### src/core/ezc_pkg.sv
// package with constants, register map, bit positions and reset values for the egress zone controller
package ezc_pkg;
    localparam int unsigned CLK_HZ = 125000000;
    localparam int unsigned TICK_PERIOD_S = 1;
    localparam int unsigned TICK_CYCLES = CLK_HZ * TICK_PERIOD_S;
    localparam logic [31:0] TICK_CYCLES_32 = 32'(TICK_CYCLES);
    localparam int unsigned SYNC_COUNT = 11;

    // register byte offsets
    localparam logic [7:0] REG_CTRL = 8'h00;
    localparam logic [7:0] REG_ESCORT = 8'h04;
    localparam logic [7:0] REG_LOITER = 8'h08;
    localparam logic [7:0] REG_AJAR = 8'h0C;
    localparam logic [7:0] REG_HOLDOFF = 8'h10;
    localparam logic [7:0] REG_SUPV = 8'h14;
    localparam logic [7:0] REG_STATUS = 8'h18;
    localparam logic [7:0] REG_IRQ_STAT = 8'h1C;
    localparam logic [7:0] REG_IRQ_MASK = 8'h20;

    // control bits
    localparam int CTRL_LOCK_FITTED = 0;
    localparam int CTRL_LOITER_EN = 1;
    localparam int CTRL_AJAR_EN = 2;
    localparam int CTRL_ELEV_ZONE = 3;
    localparam int CTRL_HALL_ZONE = 4;
    localparam int CTRL_HALL_LOCK = 5;

    // status and interrupt bits
    localparam int ST_EGRESS = 0;
    localparam int ST_LOITER = 1;
    localparam int ST_AJAR = 2;
    localparam int ST_SUPV = 3;
    localparam int ST_BAND = 4;
    localparam int ST_LOCK = 5;
    localparam int ST_ESCORT = 6;
    localparam int ST_ELEV_HOLD = 7;
    localparam int NUM_IRQ = 5;

    // reset values and write limits
    localparam logic [5:0] CTRL_RST = 6'h01;
    localparam logic [6:0] ESCORT_RST = 7'h0A;
    localparam logic [6:0] LOITER_RST = 7'h0F;
    localparam logic [6:0] AJAR_RST = 7'h0F;
    localparam logic [6:0] HOLDOFF_RST = 7'h05;
    localparam logic [6:0] SUPV_RST = 7'h3C;
    localparam logic [6:0] ESCORT_MAX = 7'h62;
    localparam logic [6:0] WIN_MIN = 7'h0A;
    localparam logic [6:0] WIN_MAX = 7'h6E;
endpackage

### src/core/ezc_zone_ctrl.sv
// egress zone controller: lock, escort, alarms, apb registers and interrupt
//
// Decided for this implementation: the register offsets and the APB slave port.
`timescale 1ns/1ps
module ezc_zone_ctrl
    import ezc_pkg::*;
(
    input wire logic clk, // system clock 125 MHz
    input wire logic rst_n, // async reset, active low
    input wire logic tag_present, // zone receiver sees a tag
    input wire logic door_open, // door switch, high when open
    input wire logic lock_blocked, // lock obstructed
    input wire logic elev_door_open, // elevator doors open at floor
    input wire logic motion_sensor, // hallway motion detected
    input wire logic key_valid, // keypad valid code, level from pad
    input wire logic key_reset, // keypad reset, level from pad
    input wire logic self_clear_jumper, // auto-reset jumper fitted
    input wire logic wiring_fault, // supervision: wiring or antenna fault
    input wire logic rx_fault, // supervision: receiver fault
    input wire logic band_tamper, // tag reports band removed or cut
    input wire logic psel, // apb select
    input wire logic penable, // apb enable
    input wire logic pwrite, // apb direction
    input wire logic [31:0] paddr, // apb address
    input wire logic [31:0] pwdata, // apb write data
    output logic [31:0] prdata, // apb read data
    output logic pready, // apb ready
    output logic pslverr, // apb error
    output logic lock_out, // door lock drive
    output logic call_inhibit, // elevator call button inhibit
    output logic elev_hold, // elevator door hold
    output logic egress_alarm, // egress alarm output
    output logic loiter_alarm, // loiter alarm output
    output logic ajar_alarm, // door-ajar alarm output
    output logic supv_alarm, // supervisor alarm output
    output logic band_alarm, // band alarm output
    output logic irq // level interrupt
);
    localparam int NIN = SYNC_COUNT;

    typedef struct packed {
        logic [31:0] div;
        logic tick;
        logic [5:0] ctrl;
        logic [6:0] escort_s;
        logic [6:0] loiter_s;
        logic [6:0] ajar_s;
        logic [6:0] holdoff_s;
        logic [6:0] supv_s;
        logic [NUM_IRQ-1:0] irq_stat;
        logic [NUM_IRQ-1:0] irq_mask;
        logic [6:0] esc_left;
        logic escort;
        logic [6:0] mute_left;
        logic lock;
        logic egress;
        logic loiter;
        logic ajar;
        logic elev_hold;
        logic [1:0] key_hist;
        logic [31:0] rdata;
    } ezc_st_t;

    ezc_st_t st_ff;
    ezc_st_t nxt_st;

    logic [NIN-1:0] raw_in;
    logic [NIN-1:0] syn;
    logic tag;
    logic door;
    logic blocked;
    logic edoor;
    logic motion;
    logic kvalid;
    logic kreset;
    logic jumper;
    logic wfault;
    logic rfault;
    logic band;
    logic holdoff_done;
    logic loiter_hit;
    logic ajar_hit;
    logic kvalid_pulse;
    logic kreset_pulse;
    logic wr_acc;
    logic rd_acc;
    logic hall;
    logic elev;
    logic rx_muted;
    logic supv;
    logic [NUM_IRQ-1:0] events;
    logic [6:0] wdata7;
    logic [31:0] rd_mux;
    logic lock_ok;
    logic egress_cause;
    logic [7:0] status_word;

    assign raw_in = {band_tamper, rx_fault, wiring_fault, self_clear_jumper, key_reset,
                     key_valid, motion_sensor, elev_door_open, lock_blocked, door_open,
                     tag_present};

    // every zone input level passes two flops before any logic reads it
    genvar gi;
    generate
        for (gi = 0; gi < NIN; gi++) begin : g_sync
            ezc_sync u_sync (
                .clk(clk),
                .rst_n(rst_n),
                .async_in(raw_in[gi]),
                .sync_out(syn[gi])
            );
        end
    endgenerate

    assign {band, rfault, wfault, jumper, kreset, kvalid, motion, edoor, blocked, door, tag} = syn;

    assign hall = st_ff.ctrl[CTRL_HALL_ZONE];
    assign elev = st_ff.ctrl[CTRL_ELEV_ZONE];
    assign kvalid_pulse = kvalid & ~st_ff.key_hist[0];
    assign kreset_pulse = kreset & ~st_ff.key_hist[1];

    // hold-off counts while tag is gone and lock still engaged
    ezc_sec_timer u_holdoff (
        .clk(clk),
        .rst_n(rst_n),
        .sec_tick(st_ff.tick),
        .run(st_ff.lock & ~tag),
        .limit(st_ff.holdoff_s),
        .expired(holdoff_done)
    );

    ezc_sec_timer u_loiter (
        .clk(clk),
        .rst_n(rst_n),
        .sec_tick(st_ff.tick),
        .run(tag & st_ff.ctrl[CTRL_LOITER_EN]),
        .limit(st_ff.loiter_s),
        .expired(loiter_hit)
    );

    ezc_sec_timer u_ajar (
        .clk(clk),
        .rst_n(rst_n),
        .sec_tick(st_ff.tick),
        .run(door & st_ff.ctrl[CTRL_AJAR_EN]),
        .limit(st_ff.ajar_s),
        .expired(ajar_hit)
    );

    assign wr_acc = psel & penable & pwrite;
    assign rd_acc = psel & penable & ~pwrite;
    assign wdata7 = pwdata[6:0];

    // receiver faults are muted for the supervise interval after a keypad reset
    assign rx_muted = (st_ff.mute_left != 7'h00);
    assign supv = wfault | (rfault & ~rx_muted);

    assign events = {band, supv, st_ff.ajar, st_ff.loiter, st_ff.egress};

    // lock engages only on a closed, unobstructed and fitted door
    assign lock_ok = !door && !blocked && st_ff.ctrl[CTRL_LOCK_FITTED]
                     && (!hall || st_ff.ctrl[CTRL_HALL_LOCK]);

    // the egress cause depends on the kind of zone
    assign egress_cause = (!hall && door) || (hall && motion) || (elev && edoor);

    assign status_word = {st_ff.elev_hold, st_ff.escort, st_ff.lock, band, supv,
                          st_ff.ajar, st_ff.loiter, st_ff.egress};

    // only the low address byte is decoded, so registers alias upward
    always_comb begin
        rd_mux = 32'h0000_0000;
        if (paddr[7:0] == REG_CTRL) begin
            rd_mux[5:0] = st_ff.ctrl;
        end else if (paddr[7:0] == REG_ESCORT) begin
            rd_mux[6:0] = st_ff.escort_s;
        end else if (paddr[7:0] == REG_LOITER) begin
            rd_mux[6:0] = st_ff.loiter_s;
        end else if (paddr[7:0] == REG_AJAR) begin
            rd_mux[6:0] = st_ff.ajar_s;
        end else if (paddr[7:0] == REG_HOLDOFF) begin
            rd_mux[6:0] = st_ff.holdoff_s;
        end else if (paddr[7:0] == REG_SUPV) begin
            rd_mux[6:0] = st_ff.supv_s;
        end else if (paddr[7:0] == REG_STATUS) begin
            rd_mux[7:0] = status_word;
        end else if (paddr[7:0] == REG_IRQ_STAT) begin
            rd_mux[NUM_IRQ-1:0] = st_ff.irq_stat;
        end else if (paddr[7:0] == REG_IRQ_MASK) begin
            rd_mux[NUM_IRQ-1:0] = st_ff.irq_mask;
        end
    end

    always_comb begin
        nxt_st = st_ff;
        nxt_st.key_hist = {kreset, kvalid};
        nxt_st.rdata = rd_mux;

        // one-second tick
        if (st_ff.div >= TICK_CYCLES_32 - 32'h1) begin
            nxt_st.div = 32'h0;
            nxt_st.tick = 1'b1;
        end else begin
            nxt_st.div = st_ff.div + 32'h1;
            nxt_st.tick = 1'b0;
        end

        // escort interval
        if (kvalid_pulse) begin
            nxt_st.escort = (st_ff.escort_s != 7'h00);
            nxt_st.esc_left = st_ff.escort_s;
        end else if (st_ff.escort && st_ff.tick) begin
            if (st_ff.esc_left <= 7'h01) begin
                nxt_st.escort = 1'b0;
                nxt_st.esc_left = 7'h00;
            end else begin
                nxt_st.esc_left = st_ff.esc_left - 7'h01;
            end
        end

        // supervise mute interval
        if (kreset_pulse) begin
            nxt_st.mute_left = st_ff.supv_s;
        end else if (rx_muted && st_ff.tick) begin
            nxt_st.mute_left = st_ff.mute_left - 7'h01;
        end

        // lock control
        if (st_ff.escort || kvalid_pulse) begin
            nxt_st.lock = 1'b0;
        end else if (tag && !st_ff.lock && lock_ok) begin
            nxt_st.lock = 1'b1;
        end else if (st_ff.lock && holdoff_done) begin
            nxt_st.lock = 1'b0;
        end

        // latched egress alarm
        if (st_ff.egress) begin
            if (kvalid_pulse && !tag && !door) begin
                nxt_st.egress = 1'b0;
            end
        end else if (!st_ff.escort && tag) begin
            if (egress_cause) begin
                nxt_st.egress = 1'b1;
            end
        end

        // elevator door hold until a valid code
        if (kvalid_pulse) begin
            nxt_st.elev_hold = 1'b0;
        end else if (elev && tag && edoor && !st_ff.escort) begin
            nxt_st.elev_hold = 1'b1;
        end

        // loiter alarm
        if (loiter_hit && !st_ff.escort) begin
            nxt_st.loiter = 1'b1;
        end else if (st_ff.loiter && !tag && (kreset_pulse || jumper)) begin
            nxt_st.loiter = 1'b0;
        end

        // door-ajar alarm
        if (ajar_hit && !st_ff.escort) begin
            nxt_st.ajar = 1'b1;
        end else if (st_ff.ajar && !door && (kreset_pulse || jumper)) begin
            nxt_st.ajar = 1'b0;
        end

        // register writes
        if (wr_acc) begin
            if (paddr[7:0] == REG_CTRL) begin
                nxt_st.ctrl = pwdata[5:0];
            end else if (paddr[7:0] == REG_ESCORT) begin
                nxt_st.escort_s = (wdata7 > ESCORT_MAX) ? ESCORT_MAX : wdata7;
            end else if (paddr[7:0] == REG_LOITER) begin
                nxt_st.loiter_s = (wdata7 < WIN_MIN) ? WIN_MIN :
                                  (wdata7 > WIN_MAX) ? WIN_MAX : wdata7;
            end else if (paddr[7:0] == REG_AJAR) begin
                nxt_st.ajar_s = (wdata7 == 7'h00) ? 7'h00 :
                                (wdata7 < WIN_MIN) ? WIN_MIN :
                                (wdata7 > WIN_MAX) ? WIN_MAX : wdata7;
            end else if (paddr[7:0] == REG_HOLDOFF) begin
                nxt_st.holdoff_s = wdata7;
            end else if (paddr[7:0] == REG_SUPV) begin
                nxt_st.supv_s = wdata7;
            end else if (paddr[7:0] == REG_IRQ_MASK) begin
                nxt_st.irq_mask = pwdata[NUM_IRQ-1:0];
            end
        end

        // sticky interrupt status: set wins over write-one-to-clear
        if (wr_acc && paddr[7:0] == REG_IRQ_STAT) begin
            nxt_st.irq_stat = st_ff.irq_stat & ~pwdata[NUM_IRQ-1:0];
        end
        nxt_st.irq_stat = nxt_st.irq_stat | events;
    end

    always_ff @(posedge clk or negedge rst_n) begin
        if (!rst_n) begin
            st_ff <= '0;
            st_ff.ctrl <= CTRL_RST;
            st_ff.escort_s <= ESCORT_RST;
            st_ff.loiter_s <= LOITER_RST;
            st_ff.ajar_s <= AJAR_RST;
            st_ff.holdoff_s <= HOLDOFF_RST;
            st_ff.supv_s <= SUPV_RST;
        end else begin
            st_ff <= nxt_st;
        end
    end

    // no wait states; setup phase latches read data, access phase returns it
    assign pready = 1'b1;
    assign pslverr = 1'b0;
    assign prdata = rd_acc ? st_ff.rdata : 32'h0000_0000;

    assign lock_out = st_ff.lock;
    assign call_inhibit = elev & tag & ~st_ff.escort;
    assign elev_hold = st_ff.elev_hold;
    // egress alarm silenced during escort
    assign egress_alarm = st_ff.egress & ~st_ff.escort;
    assign loiter_alarm = st_ff.loiter;
    assign ajar_alarm = st_ff.ajar;
    assign supv_alarm = supv;
    assign band_alarm = band;
    assign irq = |(st_ff.irq_stat & st_ff.irq_mask);
endmodule

### src/core/ezc_sync.sv
// two-stage synchroniser for one asynchronous level
`timescale 1ns/1ps
module ezc_sync
    import ezc_pkg::*;
(
    input wire logic clk, // system clock
    input wire logic rst_n, // async reset, active low
    input wire logic async_in, // level from outside the clock domain
    output logic sync_out // synchronised level
);
    typedef struct packed {
        logic meta;
        logic sync;
    } ezc_sync_st_t;

    ezc_sync_st_t st_ff;
    ezc_sync_st_t nxt_st;

    always_comb begin
        nxt_st.meta = async_in;
        nxt_st.sync = st_ff.meta;
    end

    always_ff @(posedge clk or negedge rst_n) begin
        if (!rst_n) begin
            st_ff <= '0;
        end else begin
            st_ff <= nxt_st;
        end
    end

    assign sync_out = st_ff.sync;
endmodule

### src/core/ezc_sec_timer.sv
// seconds down-counter that runs while enabled and flags expiry
`timescale 1ns/1ps
module ezc_sec_timer
    import ezc_pkg::*;
(
    input wire logic clk, // system clock
    input wire logic rst_n, // async reset, active low
    input wire logic sec_tick, // one-cycle pulse each second
    input wire logic run, // count while high, reload while low
    input wire logic [6:0] limit, // seconds to wait
    output logic expired // high once run has lasted limit seconds
);
    typedef struct packed {
        logic [6:0] left;
        logic done;
    } ezc_tmr_st_t;

    ezc_tmr_st_t st_ff;
    ezc_tmr_st_t nxt_st;

    always_comb begin
        nxt_st = st_ff;
        if (!run) begin
            nxt_st.left = limit;
            nxt_st.done = 1'b0;
        end else if (st_ff.left == 7'h00) begin
            nxt_st.done = 1'b1;
        end else if (sec_tick) begin
            nxt_st.left = st_ff.left - 7'h01;
        end
    end

    always_ff @(posedge clk or negedge rst_n) begin
        if (!rst_n) begin
            st_ff <= '0;
        end else begin
            st_ff <= nxt_st;
        end
    end

    assign expired = st_ff.done;
endmodule

### config.mk
export PLATFORM = sky130hd
export DESIGN_NAME = ezc_zone_ctrl
export DESIGN_NICKNAME = d
export VERILOG_FILES = /design/src/core/ezc_pkg.sv /design/src/core/ezc_zone_ctrl.sv /design/src/core/ezc_sync.sv /design/src/core/ezc_sec_timer.sv
export SDC_FILE = /design/constraint.sdc
export NUM_CORES = 1
export LEC_CHECK = 0
export ABC_CLOCK_PERIOD_IN_PS = 4600
export BUFFER_PORTS_ARGS = -buffer_cell sky130_fd_sc_hd__buf_2
export CORE_MARGIN = 1.5
export CORE_UTILIZATION = 40
export DETAILED_ROUTE_END_ITERATION = 7
export PLACE_DENSITY_LB_ADDON = 0.2
export SYNTH_ARGS = -nofsm -noshare
export SYNTH_HDL_FRONTEND = slang
export SYNTH_SLANG_ARGS = --single-unit
### constraint.sdc
create_clock -name clk -period 4.6 [get_ports clk]
set_clock_uncertainty 0.15 [all_clocks]
set_input_delay 0.23 -clock clk [delete_from_list [all_inputs] [get_ports clk]]
set_output_delay 0.23 -clock clk [all_outputs]
set_load 0.02 [all_outputs]
==> results.ini <==
[run_status]
outcome=finished clean

[synth]
syn_inst=783
syn_avg_cell_area_um2=10.1
synth_edf_count=0
yosys.area.top_type=sky130_fd_sc_hd__dfrtp_1
synth_area_um2=7950
synth_area_leaders=sky130_fd_sc_hd__dfrtp_1, sky130_fd_sc_hd__dfstp_2, sky130_fd_sc_hd__nand2_1
ys.flop_type=sky130_fd_sc_hd__dfrtp_1
synth_cell_types=72
yosysSeqAreaShare=0.507
synth_seq_cells=160
ys_async_sr_fraction=1.00
synth_largest_type_area_fraction=0.450
synth_warnings=0

[drt]
wl_um=18500
firstDrtPassIters=5
drc_errors_left=0
via_density_per_instance=5.27
final_antenna_net_count=0
drt-initial-drc-count=420
routed_wire_length_per_instance_um=16.7
route.vias.total=5852

[cells_and_area]
antenna_cells_inserted=0
num-nets-final=923
share_of_final_layout_standard_cells_stronger_than_drive_strength_1=0.160
areaGrowthSynthToFinish_pct=13.5
final-instance-count-excl-fill=1110
final.fill_count=1867

[setup_path]
critical_path.slowest_cell=sky130_fd_sc_hd__a21o_1
critical_path_depth=5
reg2reg_slack_ns=2.13
timing.critical_path.from_type=register
max_stage_delay_ns=0.75
worst_setup_path_end_kind=register
path_cells=and3_1 -> or4b_1 -> nor4_1 -> a21o_1 -> nor2_1
largest_delay_contributor_family_on_the_critical_path=simple AND/OR/NAND/NOR gates
cp_data_required_time_ns=4.72
worst-endpoint-arrival_ns=2.58
worstSetupPathType=reg2reg
worst-path-max-fanout=28
worstRegToRegCells=5
number_of_buffer_and_inverter_instances_along_the_worst_setup_path=0

[global_route]
grt-ovfl-total=0
grt_usage=0.190
grt_start_max_net_pins=100
grt_antenna_before_repair=1
grt_pass1_vias=5695
grt_first_pass_wirelength_um=30100

[power]
peakVddDrop_uv=229
total_power_mw=3.59
p_leak_nw=3.91
power-per-cell-area_nw_per_um2=399

[worst_hold_path]
worst_hold_path_type=in2reg
hold_path_depth=3

[clocking]
cts.repair.resized=0
clock_tree_from_tritoncts=built
cts_sinks=160
ctsHtreeMaxLevel=4
ctsLongestPathBuffers=2
numCtsBuffers=17
cts-root-buf=sky130_fd_sc_hd__clkbuf_16
cts.reportedPaths.clkPinSlew_ns=0.06
worst_skew_pair.late_latency_ns=0.42

[timing]
tightest_slew_ns=0.906
slew_viol_final=0
final.period_utilization=0.536
fmax_ghz=0.406
timing.max_slew.rel_slack=0.396
grt_setup_unrepaired=no
setup_viol=0
setup-tns-final_ns=0
final.hold.worst_slack_ns=0.0637
fin_crit_ns=2.47
hold_viol_final=0

[floorplanning]
io-pin-count=123
core_area_um2=19500
fp.dieH_um=144
placement_rows=51
floorplan.die_area_um2=20700
start_util=0.408
die_w_um=144

[place]
place.detailed.hpwl_um=12800
post-place-cells=1066
port-buffer-count=47
place.gp.congestion=0.828

[job]
cap_violations=0

registers in the layout, indices dropped and copies added, names as in the netlist:
name,count
st_ff,107
hall,1
u_holdoff.st_ff,7
elev_hold,1
u_loiter.expired,1
g_sync.u_sync.sync_out,11
loiter_alarm,1
elev,1
u_ajar.st_ff,7
u_ajar.expired,1
u_holdoff.expired,1
g_sync.u_sync.nxt_st,11
lock_out,1
u_loiter.st_ff,7
ajar_alarm,1
events,1
metal layers:
layer  up-vias  wire [um]  global-route usage
met4         2        385              0.0714
met3        24        793              0.0400
met1      2873       9010               0.269
li1       2807          -                   -
met2       146       8330               0.286
met5         -          7                   0
layout make-up:
cell class / count / area [um2] / share of cell area
clock inverter: 9 / 155 / 0.0172
sequential: 160 / 4030 / 0.446
tap: 265 / 332 / 0.0368
timing repair buffer: 61 / 377 / 0.0418
clock buffer: 23 / 468 / 0.0519
multi-input combinational: 569 / 3580 / 0.397
inverter: 23 / 86.3 / 0.00957
power by group:
part | total (mW) | leakage (nW) | internal [mW] | switching [mW]
Combinational | 0.502 | 1.57 | 0.209 | 0.293
Sequential | 1.60 | 2.04 | 1.50 | 0.0989
Clock | 1.49 | 0.302 | 0.939 | 0.554
Total | 3.59 | 3.91 | 2.65 | 0.946
tightest hold or removal path: cells and delay by family:
family | cells | cell delay [ns]
buffers and inverters | 1 | 0.22
AND/OR/NAND/NOR | 1 | 0.11
AO/OA/AOI/OAI | 1 | 0.06
cell usage after synthesis (all sizes together) (3+ instances only):
| cell type | n |
|---|---|
| o21ai | 71 |
| and2 | 11 |
| ha | 11 |
| or4 | 4 |
| a22o | 4 |
| a22oi | 5 |
| a221o | 6 |
| and3 | 9 |
| xnor2 | 25 |
| a21o | 10 |
| nand3 | 26 |
| nand4 | 14 |
| nand2 | 84 |
| nor2 | 63 |
| a221oi | 4 |
| o22ai | 4 |
| o211ai | 5 |
| mux2 | 36 |
| xor2 | 23 |
| a21oi | 19 |
| inv | 23 |
| a211oi | 4 |
| clkbuf | 19 |
| nand2b | 9 |
| buf | 41 |
| or3 | 6 |
| a31oi | 4 |
| nor2b | 4 |
| nor4 | 16 |
| nor3b | 4 |
| dfstp | 17 |
| dfrtp | 143 |
| nor3 | 24 |
| a222oi | 3 |
cell families after synthesis:
family,Yosys count,share of synthesized area
AOI/OAI and AO/OA,154,0.123
xor gates and xnor gates,48,0.0529
adders and majority gates,11,0.0173
buffers and inverters,83,0.0572
DFF,160,0.507
muxes,38,0.0584
other,2,0.000945
and+or+nand+nor,287,0.184
worst paths after layout:
check,start,to
min,pwdata[3],st_ff[95]$_DFFE_PN1P_
max,st_ff[126]$_DFF_PN0_,st_ff[129]$_DFF_PN0_
max reg2reg,st_ff[126]$_DFF_PN0_,st_ff[129]$_DFF_PN0_
min in group asynchronous,rst_n,g_sync[8].u_sync.nxt_st[0]$_DFF_PN0_
min reg2reg,g_sync[6].u_sync.nxt_st[0]$_DFF_PN0_,g_sync[6].u_sync.sync_out$_DFF_PN0_
max in group asynchronous,rst_n,st_ff[86]$_DFFE_PN1P_
cells in the final DEF, fill, tap and decap left out, types with 7 or more instances in the layout:
cell,Yosys,routed
sky130_fd_sc_hd__dfrtp_1,143,143
sky130_fd_sc_hd__nand2_1,82,82
sky130_fd_sc_hd__nor2_1,63,63
sky130_fd_sc_hd__buf_2,10,46
sky130_fd_sc_hd__o21ai_0,38,38
sky130_fd_sc_hd__o21ai_1,33,33
sky130_fd_sc_hd__conb_1,2,31
sky130_fd_sc_hd__nand3_1,26,26
sky130_fd_sc_hd__xnor2_1,25,25
sky130_fd_sc_hd__inv_1,23,23
sky130_fd_sc_hd__nor3_1,23,23
sky130_fd_sc_hd__xor2_1,23,23
sky130_fd_sc_hd__mux2_2,20,20
sky130_fd_sc_hd__a21oi_1,19,19
sky130_fd_sc_hd__clkbuf_16,0,17
sky130_fd_sc_hd__dfstp_2,17,17
sky130_fd_sc_hd__nor4_1,14,14
sky130_fd_sc_hd__nand4_1,14,14
sky130_fd_sc_hd__dlygate4sd3_1,0,12
sky130_fd_sc_hd__and2_1,11,11
sky130_fd_sc_hd__ha_1,11,11
sky130_fd_sc_hd__a21o_1,10,10
sky130_fd_sc_hd__and3_1,9,9
sky130_fd_sc_hd__nand2b_1,9,9
sky130_fd_sc_hd__mux2_1,9,9
sky130_fd_sc_hd__mux2_4,7,7
repair_timing:
| action | in CTS | in global routing |
|---|---|---|
| setup buffers | 0 | 0 |
| hold buffers | 12 | 0 |
| hold endpoints to repair | 96 | 0 |
per-stage QoR:
| step | utilization | worst slack, ns | cell area, um2 |
|---|---|---|---|
| 2_1_floorplan | - | 2.57 | 8060 |
| 3_3_place_gp | 0.425 | 1.87 | 8280 |
| 3_5_place_dp | 0.425 | 1.82 | 8280 |
| 4_1_cts | 0.463 | 2.12 | 9020 |
| 5_1_grt | 0.463 | 1.93 | 9020 |
| 6_report | 0.463 | 2.13 | 9020 |
Note: power is estimated with default switching activity, not from simulation.
